$ cat config.mk
export PLATFORM = sky130hd
export DESIGN_NAME = hpir_regs
export DESIGN_NICKNAME = d
export VERILOG_FILES = /design/src/hw/hpir_pkg.sv /design/src/hw/hpir_regs.sv
export VERILOG_INCLUDE_DIRS = /design/src /design/src/hw
export SDC_FILE = /design/constraint.sdc
export NUM_CORES = 1
export LEC_CHECK = 0
export ABC_AREA = 1
export BUFFER_PORTS_ARGS = -buffer_cell sky130_fd_sc_hd__buf_2
export CORE_MARGIN = 4
export CORE_UTILIZATION = 54
export CTS_BUF_LIST = sky130_fd_sc_hd__clkbuf_8
export DETAILED_ROUTE_END_ITERATION = 7
export PLACE_DENSITY = 0.82
export SKIP_LAST_GASP = 1
export SYNTH_ARGS = -nofsm -noshare
export SYNTH_HDL_FRONTEND = slang
export SYNTH_SLANG_ARGS = --single-unit
$ cat constraint.sdc
create_clock -name clk -period 1.6 [get_ports clk]
set_clock_uncertainty 0.05 [all_clocks]
set_input_delay 0.32 -clock clk [delete_from_list [all_inputs] [get_ports clk]]
set_output_delay 0.32 -clock clk [all_outputs]
set_load 0.005 [all_outputs]
$ cat src/hw/hpir_consts.svh
// Register offsets, field positions, reset values of the hybrid/power/irq bank
`ifndef HPIR_CONSTS_SVH
`define HPIR_CONSTS_SVH
`define HPIR_OFS_HYBRID 8'h0b
`define HPIR_OFS_PWR1 8'h0e
`define HPIR_OFS_PWR2 8'h0f
`define HPIR_OFS_PEND 8'h12
`define HPIR_OFS_IRQEN 8'h15
`define HPIR_RST_HYBRID 8'h33
`define HPIR_RST_PWR1 8'h10
`define HPIR_RST_PWR2 8'h00
`define HPIR_RST_PEND 8'h00
`define HPIR_RST_IRQEN 8'h00
`define HPIR_MASK_HYBRID 8'h77
`define HPIR_MASK_PWR1 8'h3b
`define HPIR_MASK_PWR2 8'h3f
`define HPIR_BIT_CONV_OFF 4
`define HPIR_GAIN_OFF 3'h7
`endif

$ cat src/hw/hpir_pkg.sv
// Types shared by the hybrid/power/irq register bank
package hpir_pkg;
   // Register access request from the serial port decoder
   typedef struct packed {
      logic wr;
      logic rd;
      logic [7:0] addr;
      logic [7:0] wdata;
   } hpir_req_type;
   // Power steering outputs
   typedef struct packed {
      logic meter_dac_force_on;
      logic converter_force_off;
      logic monitor_adc_force_off;
      logic dc_bias_force_off;
      logic line_iface_force_off;
      logic adc_manual;
      logic adc_on;
      logic dac_manual;
      logic dac_on;
      logic transamp_manual;
      logic transamp_on;
   } hpir_pwr_type;
   // Hybrid balance outputs
   typedef struct packed {
      logic [2:0] pulse_meter_balance_gain;
      logic pulse_meter_hybrid_off;
      logic [2:0] audio_balance_gain;
      logic audio_hybrid_off;
   } hpir_hyb_type;
endpackage

$ cat src/hw/hpir_regs.sv
// Hybrid balance, power override and first interrupt pending register bank
// How it works
// - Pulse meter gain in bits 6:4; 111 off
// - Audio gain in bits 2:0; 111 off
// - Bit 5 forces meter DAC on
// - Bit 4 forces converter off; fixed 1 without converter
// - Bit 3 forces monitor ADC off
// - Bit 1 forces dc bias off
// - Bit 0 forces line interface off
// - ADC manual select gates ADC on bit
// - DAC manual select gates DAC on bit
// - Transamp manual select gates its on bit
// - Pending flags ordered meter, ring, tones
// - Pending reads 1; write 1 clears
// - Enable register masks each event from irq
`timescale 1ns/1ps
`include "hpir_consts.svh"
module hpir_regs #(
   parameter bit HAS_CONVERTER = 1'b1
) (
   // Clock and reset
   input wire logic clk,
   input wire logic rst_b,
   // Register access from serial port
   input wire hpir_pkg::hpir_req_type req,
   output logic [7:0] rdata,
   // Timer events, one-cycle pulses, bit order as pending register
   input wire logic [7:0] event_in,
   // Steering outputs
   output hpir_pkg::hpir_hyb_type hyb,
   output hpir_pkg::hpir_pwr_type pwr,
   output logic irq_b
);
   import hpir_pkg::*;

   // Register state
   logic [7:0] hybrid_balance_control_r; // Gain selectors
   logic [7:0] power_override_control_r; // Force overrides
   logic [7:0] converter_power_control_r; // Manual power select
   logic [7:0] timer_irq_pending_r; // Sticky flags
   logic [7:0] timer_irq_enable_r; // Event mask
   logic [7:0] pend_nxt;
   logic [7:0] conv_fix;

   // Write strobe decode shared by all registers
   function automatic logic wr_hit(input hpir_req_type r, input logic [7:0] ofs);
      wr_hit = r.wr && (r.addr == ofs);
   endfunction

   // Converter bit pinned high on variants without the converter
   assign conv_fix = HAS_CONVERTER ? 8'h00 : (8'h01 << `HPIR_BIT_CONV_OFF);

   // ------------------------------------------------------------
   // Control registers
   // ------------------------------------------------------------
   // Hybrid gain register
   always_ff @(posedge clk or negedge rst_b) begin
      if (!rst_b) begin
         hybrid_balance_control_r <= `HPIR_RST_HYBRID;
      end else if (wr_hit(req, `HPIR_OFS_HYBRID)) begin
         hybrid_balance_control_r <= req.wdata & `HPIR_MASK_HYBRID;
      end
   end

   // Power override register
   always_ff @(posedge clk or negedge rst_b) begin
      if (!rst_b) begin
         power_override_control_r <= `HPIR_RST_PWR1;
      end else if (wr_hit(req, `HPIR_OFS_PWR1)) begin
         power_override_control_r <= (req.wdata & `HPIR_MASK_PWR1) | conv_fix;
      end
   end

   // Manual power register
   always_ff @(posedge clk or negedge rst_b) begin
      if (!rst_b) begin
         converter_power_control_r <= `HPIR_RST_PWR2;
      end else if (wr_hit(req, `HPIR_OFS_PWR2)) begin
         converter_power_control_r <= req.wdata & `HPIR_MASK_PWR2;
      end
   end

   // Interrupt enable register
   always_ff @(posedge clk or negedge rst_b) begin
      if (!rst_b) begin
         timer_irq_enable_r <= `HPIR_RST_IRQEN;
      end else if (wr_hit(req, `HPIR_OFS_IRQEN)) begin
         timer_irq_enable_r <= req.wdata;
      end
   end

   // ------------------------------------------------------------
   // Pending flags
   // ------------------------------------------------------------
   // Set beats clear so an event in the clearing cycle survives
   always_comb begin
      pend_nxt = timer_irq_pending_r;
      if (wr_hit(req, `HPIR_OFS_PEND)) begin
         pend_nxt = pend_nxt & ~req.wdata;
      end
      pend_nxt = pend_nxt | event_in;
   end

   always_ff @(posedge clk or negedge rst_b) begin
      if (!rst_b) begin
         timer_irq_pending_r <= `HPIR_RST_PEND;
      end else begin
         timer_irq_pending_r <= pend_nxt;
      end
   end

   assign irq_b = ~|(timer_irq_pending_r & timer_irq_enable_r);

   // ------------------------------------------------------------
   // Readback and steering
   // ------------------------------------------------------------
   // Read mux, unmapped reads give zero
   always_comb begin
      unique case (req.addr)
         `HPIR_OFS_HYBRID: rdata = hybrid_balance_control_r;
         `HPIR_OFS_PWR1: rdata = power_override_control_r;
         `HPIR_OFS_PWR2: rdata = converter_power_control_r;
         `HPIR_OFS_PEND: rdata = timer_irq_pending_r;
         `HPIR_OFS_IRQEN: rdata = timer_irq_enable_r;
         default: rdata = 8'h00;
      endcase
   end

   assign hyb.pulse_meter_balance_gain = hybrid_balance_control_r[6:4];
   assign hyb.pulse_meter_hybrid_off = hybrid_balance_control_r[6:4] == `HPIR_GAIN_OFF;
   assign hyb.audio_balance_gain = hybrid_balance_control_r[2:0];
   assign hyb.audio_hybrid_off = hybrid_balance_control_r[2:0] == `HPIR_GAIN_OFF;
   assign pwr.meter_dac_force_on = power_override_control_r[5];
   assign pwr.converter_force_off = power_override_control_r[4];
   assign pwr.monitor_adc_force_off = power_override_control_r[3];
   assign pwr.dc_bias_force_off = power_override_control_r[1];
   assign pwr.line_iface_force_off = power_override_control_r[0];
   assign pwr.adc_manual = converter_power_control_r[5];
   assign pwr.adc_on = converter_power_control_r[5] & converter_power_control_r[4];
   assign pwr.dac_manual = converter_power_control_r[3];
   assign pwr.dac_on = converter_power_control_r[3] & converter_power_control_r[2];
   assign pwr.transamp_manual = converter_power_control_r[1];
   assign pwr.transamp_on = converter_power_control_r[1] & converter_power_control_r[0];
endmodule

## After elaboration in Yosys (flattened, before gate mapping)

Cells that the tools add are included.

- Register bits after elaboration: 33
- Output and inout port bits: 28
- Word-level logic and storage cells: 28

- Equality and inequality tests: 7
- Muxes and demuxes: 2
- Bitwise operators: 7
- Reductions and logical operators: 7

Operators with widths:

| kind | count |
|---|---|
| $pmux 8 s5 | 1 |
| $eq 8x4->1 const B | 3 |
| $and 8x8->8 | 2 |
| $eq 8x5->1 const B | 2 |
| $mux 8 | 1 |
| $not 8->8 | 1 |
| $or 8x8->8 | 1 |
| $reduce_or 8->1 | 1 |
| $eq 3x3->1 const B | 2 |
| $logic_and 1x1->1 | 5 |
| $and 1x1->1 | 3 |
| $logic_not 1->1 | 1 |

## Logic depth before layout (Yosys ltp)

- Depth after elaboration: 4
- Depth in mapped cells: 8
- Mapped depth without buffers: 7

## Least setup slack after synthesis

OpenSTA, ideal clock, no wires.

- Path type: input to output
- Start point: in req[14] (netlist name)
- End point: out rdata[0]
- Data arrival time: 1.075 ns
- Data required time: 1.230 ns
- Slack: 0.155 ns
- Cell stages on the path: 8
- Path buffers: 1
- Cells stage by stage: inv_1 -> nand2_2 -> nor2_8 -> buf_2 -> nand3_1 -> nand2_1 -> inv_1 -> nand2_1

- Longest elaborated chain between the ends: 2

Ends and longest elaborated chain:

| element | line | RTL |
|---|---|---|
| start: declaration | hpir_regs.sv:25 | `input wire hpir_pkg::hpir_req_type req,` |
| $eq 8x5->1 or $eq 8x4->1 (tied branches) | hpir_regs.sv:119 | `unique case (req.addr)` |
| $pmux 8 s5 (*) | hpir_regs.sv:119 |  |
| end: declaration | hpir_regs.sv:26 | `output logic [7:0] rdata,` |

Every way passes the cells marked *; elsewhere a longest branch is shown, timed or not.

## Final worst setup path

- Start point: in req[12] (netlist name)
- End point: out rdata[0]

The elaborated chain is that of the path after synthesis.

==> flow_summary.json <==
{
  "fp.dieH_um": 69.5,
  "yosysMostFrequentCell": "nand2_1",
  "synth_common_cells": "nand2_1, inv_1, dfrtp_1",
  "critPathKind": "in2out",
  "fmax_mhz": 612,
  "yosys_most_used_dff": "dfrtp_1",
  "synthArstFlopShare_pct": 100,
  "cp-end-kind": "output pin",
  "grt_pass1_wl_um": 9730,
  "fin_hold_ws_ps": 175,
  "row_count": 22,
  "ys_seq_area_share_pct": 40.8,
  "r2r_start": "timer_irq_pending_r[3]$_DFF_PN0_",
  "initial_core_util_pct": 55.7,
  "fin_setup_tns_ps": -87.0,
  "critical_path.most_common_cell": "nand2_1",
  "ff2ff_setup_slack_ps": 600,
  "hp-class": "in2reg",
  "synth.area.top_cells": "dfrtp_1, nand2_1, inv_1, dfstp_2, nand3_1",
  "antenna_cells": 0,
  "violations": "negative setup slack",
  "antenna_found_initial": 0,
  "routed_wl_um": 6430,
  "reg2reg_depth": 5,
  "worstPathArrival_ps": 1260,
  "rsz0062_at_grt": "true",
  "grt_start_max_net_pins": 19,
  "core-area_mm2": 0.00366,
  "netlist_instances": 268,
  "root_buffer": "clkbuf_8",
  "htreeDepth": 2,
  "slew_headroom_pct": 70.8,
  "hold_start": "event_in[0]",
  "r2r-end": "timer_irq_pending_r[3]$_DFF_PN0_",
  "synth_top_area_cell": "dfrtp_1",
  "fp.dieArea_mm2": 0.00482,
  "ys_ff_latch": 33,
  "syn_avg_cell_area_um2": 7.61,
  "slowest_delay_ps": 250,
  "powerDensity_mw_per_mm2": 650,
  "vias_per_cell": 5.61,
  "cts_max_path_buffers": 2,
  "path_cells": "buf_6 -> inv_4 -> nand2_8 -> nor2_4 -> nand3_1 -> nand2_1 -> inv_1 -> nand2_1 -> buf_2",
  "place_congestion": 0.855,
  "cts_buffers": 5,
  "start_kind": "input pin",
  "track_usage_pct": 25.2,
  "hold_viol_final": 0,
  "synth.distinct_cells": 23,
  "io_buffer_count": 54,
  "layout-drive-gt1-share_pct": 41.9,
  "hold_depth": 2,
  "cts.sinks": 33,
  "path_buf_inv": 4,
  "path_delay_family": "simple AND/OR/NAND/NOR gates",
  "grt_pass1_vias": 2050,
  "dr.pass1.iters": 5,
  "layout.nets": 380,
  "io_pins": 56,
  "maxCapViolations": 0,
  "layout.area.seq_um2": 832,
  "antenna_left": 0,
  "yosysTopAreaCellShare_pct": 34.4,
  "hold_end": "timer_irq_pending_r[0]$_DFF_PN0_",
  "multi_input_area_mm2": 0.00112,
  "dp_cells": 377,
  "grt_overflow": 0,
  "drc": 0,
  "yosys_warnings": 0,
  "vias": 2250,
  "fill_cells": 260,
  "slew_violations": 0,
  "cts.clk_slew.worst_paths_ps": 60,
  "required_ps": 1230,
  "status": "finished with violations",
  "die_x_um": 69.5,
  "syn_area_mm2": 0.00204,
  "dpl.hpwl_um": 4130,
  "min_period_ps": 1630,
  "synth_edf_count": 0,
  "syn_nets": 296,
  "setup_viol": 7,
  "drt_iter0_markers": 195,
  "insertion_delay_ps": 290,
  "cts_tree": "done",
  "syn_to_final_growth_pct": 41.3,
  "slowest_stage": "nor2_4",
  "cp_max_fo": 8,
  "fin_ws_ps": -34.3,
  "final_cells": 401,
  "peakVddDrop_v": 0.000582,
  "worstMarginPinSlew_ps": 438,
  "wl_per_cell_um": 16.0,
  "fin_crit_sh_pct": 102,
  "p_leak_nw": 1.63
}
==> metrics by stage <==
stage | setup slack, ps | utilization (%) | total power (W) | cell area, um^2
floorplan | 155 | - | 0.00106 | 2040
global placement | -59.9 | 66.9 | 0.00120 | 2450
detailed placement | -87.7 | 66.9 | 0.00121 | 2450
CTS | -16.5 | 74.8 | 0.00183 | 2740
global route | -79.3 | 78.7 | 0.00195 | 2880
finish | -34.3 | 78.7 | 0.00187 | 2880
==> state kept, by name (all words and copies together), names as in the netlist <==
register                   count
converter_power_control_r      6
hybrid_balance_control_r       6
power_override_control_r       5
timer_irq_enable_r             8
timer_irq_pending_r            8
==> kinds of logic after synthesis <==
kind of cell | count (synthesis) | synth area share [%]
compound gates | 29 | 8.16
flops | 33 | 40.8
simple gates | 157 | 40.1
buf+inv | 49 | 11.0
==> per-layer routing <==
layer / vias up / track usage, % / share of wire [%]
met5: - / 0 / 0
met4: 0 / 11.3 / 2.6
met3: 21 / 6.67 / 8.6
met2: 148 / 41.3 / 51
met1: 1053 / 31.0 / 38
li1: 1028 / - / -
==> cell usage in the layout, fill, tap and decap left out <==
cell / Yosys / routed
o21ai_0: 17 / 17
o22ai_1: 3 / 3
nor2_4: 7 / 10
buf_2: 4 / 46
nand2_4: 2 / 5
dfrtp_1: 28 / 28
o21ai_2: 4 / 4
nor2_8: 3 / 3
inv_6: 0 / 1
nand2_8: 0 / 2
dlygate4sd3_1: 0 / 1
inv_2: 0 / 5
clkbuf_8: 0 / 5
nand2_2: 5 / 6
nand3_2: 0 / 6
nand3b_1: 8 / 8
dfstp_2: 5 / 5
nand4_1: 12 / 12
inv_8: 0 / 1
nand2_1: 73 / 67
buf_8: 0 / 2
nor3_2: 0 / 3
inv_4: 0 / 3
nand3_1: 26 / 20
nor2_2: 1 / 4
inv_1: 38 / 31
buf_4: 3 / 24
buf_12: 0 / 3
o211ai_1: 1 / 1
buf_6: 3 / 10
o21ai_1: 4 / 4
nor2_1: 17 / 13
==> power breakdown <==
group	switching (W)	internal, W
Sequential	0.0000352	0.000884
Combinational	0.000202	0.000164
Clock	0.000299	0.000290
==> layout make-up <==
cell class / count / share of cell area (%)
multi-input cells: 188 / 39.0
well taps: 48 / 2.08
repair buffers: 86 / 21.6
inverters: 38 / 5.64
flip-flops and latches: 33 / 28.9
clock inverters: 3 / 0.391
clock buffers: 5 / 2.39
==> worst max path at each step <==
stage               startpoint                                to  slack (ps)  cells past startpoint
floorplan              req[14]                          rdata[0]         150                      8
global placement       req[14]                          rdata[4]         -60                      9
detailed placement     req[14]  timer_irq_pending_r[1]$_DFF_PN0_         -90                      9
CTS                    req[11]                          rdata[1]         -20                      9
global route           req[14]                          rdata[0]         -80                     10
finish                 req[12]                          rdata[0]         -30                      9
==> timing repair <==
action | 4_1_cts | 5_1_grt
resized for setup | 34 | 29
hold endpoints to repair | 12 | 0
setup endpoints to repair | 9 | 11
gates cloned | 2 | 0
setup buffers | 7 | 6
hold buffers | 1 | 0
pin swaps | 13 | 22
Power figures use the tool's default switching activity.
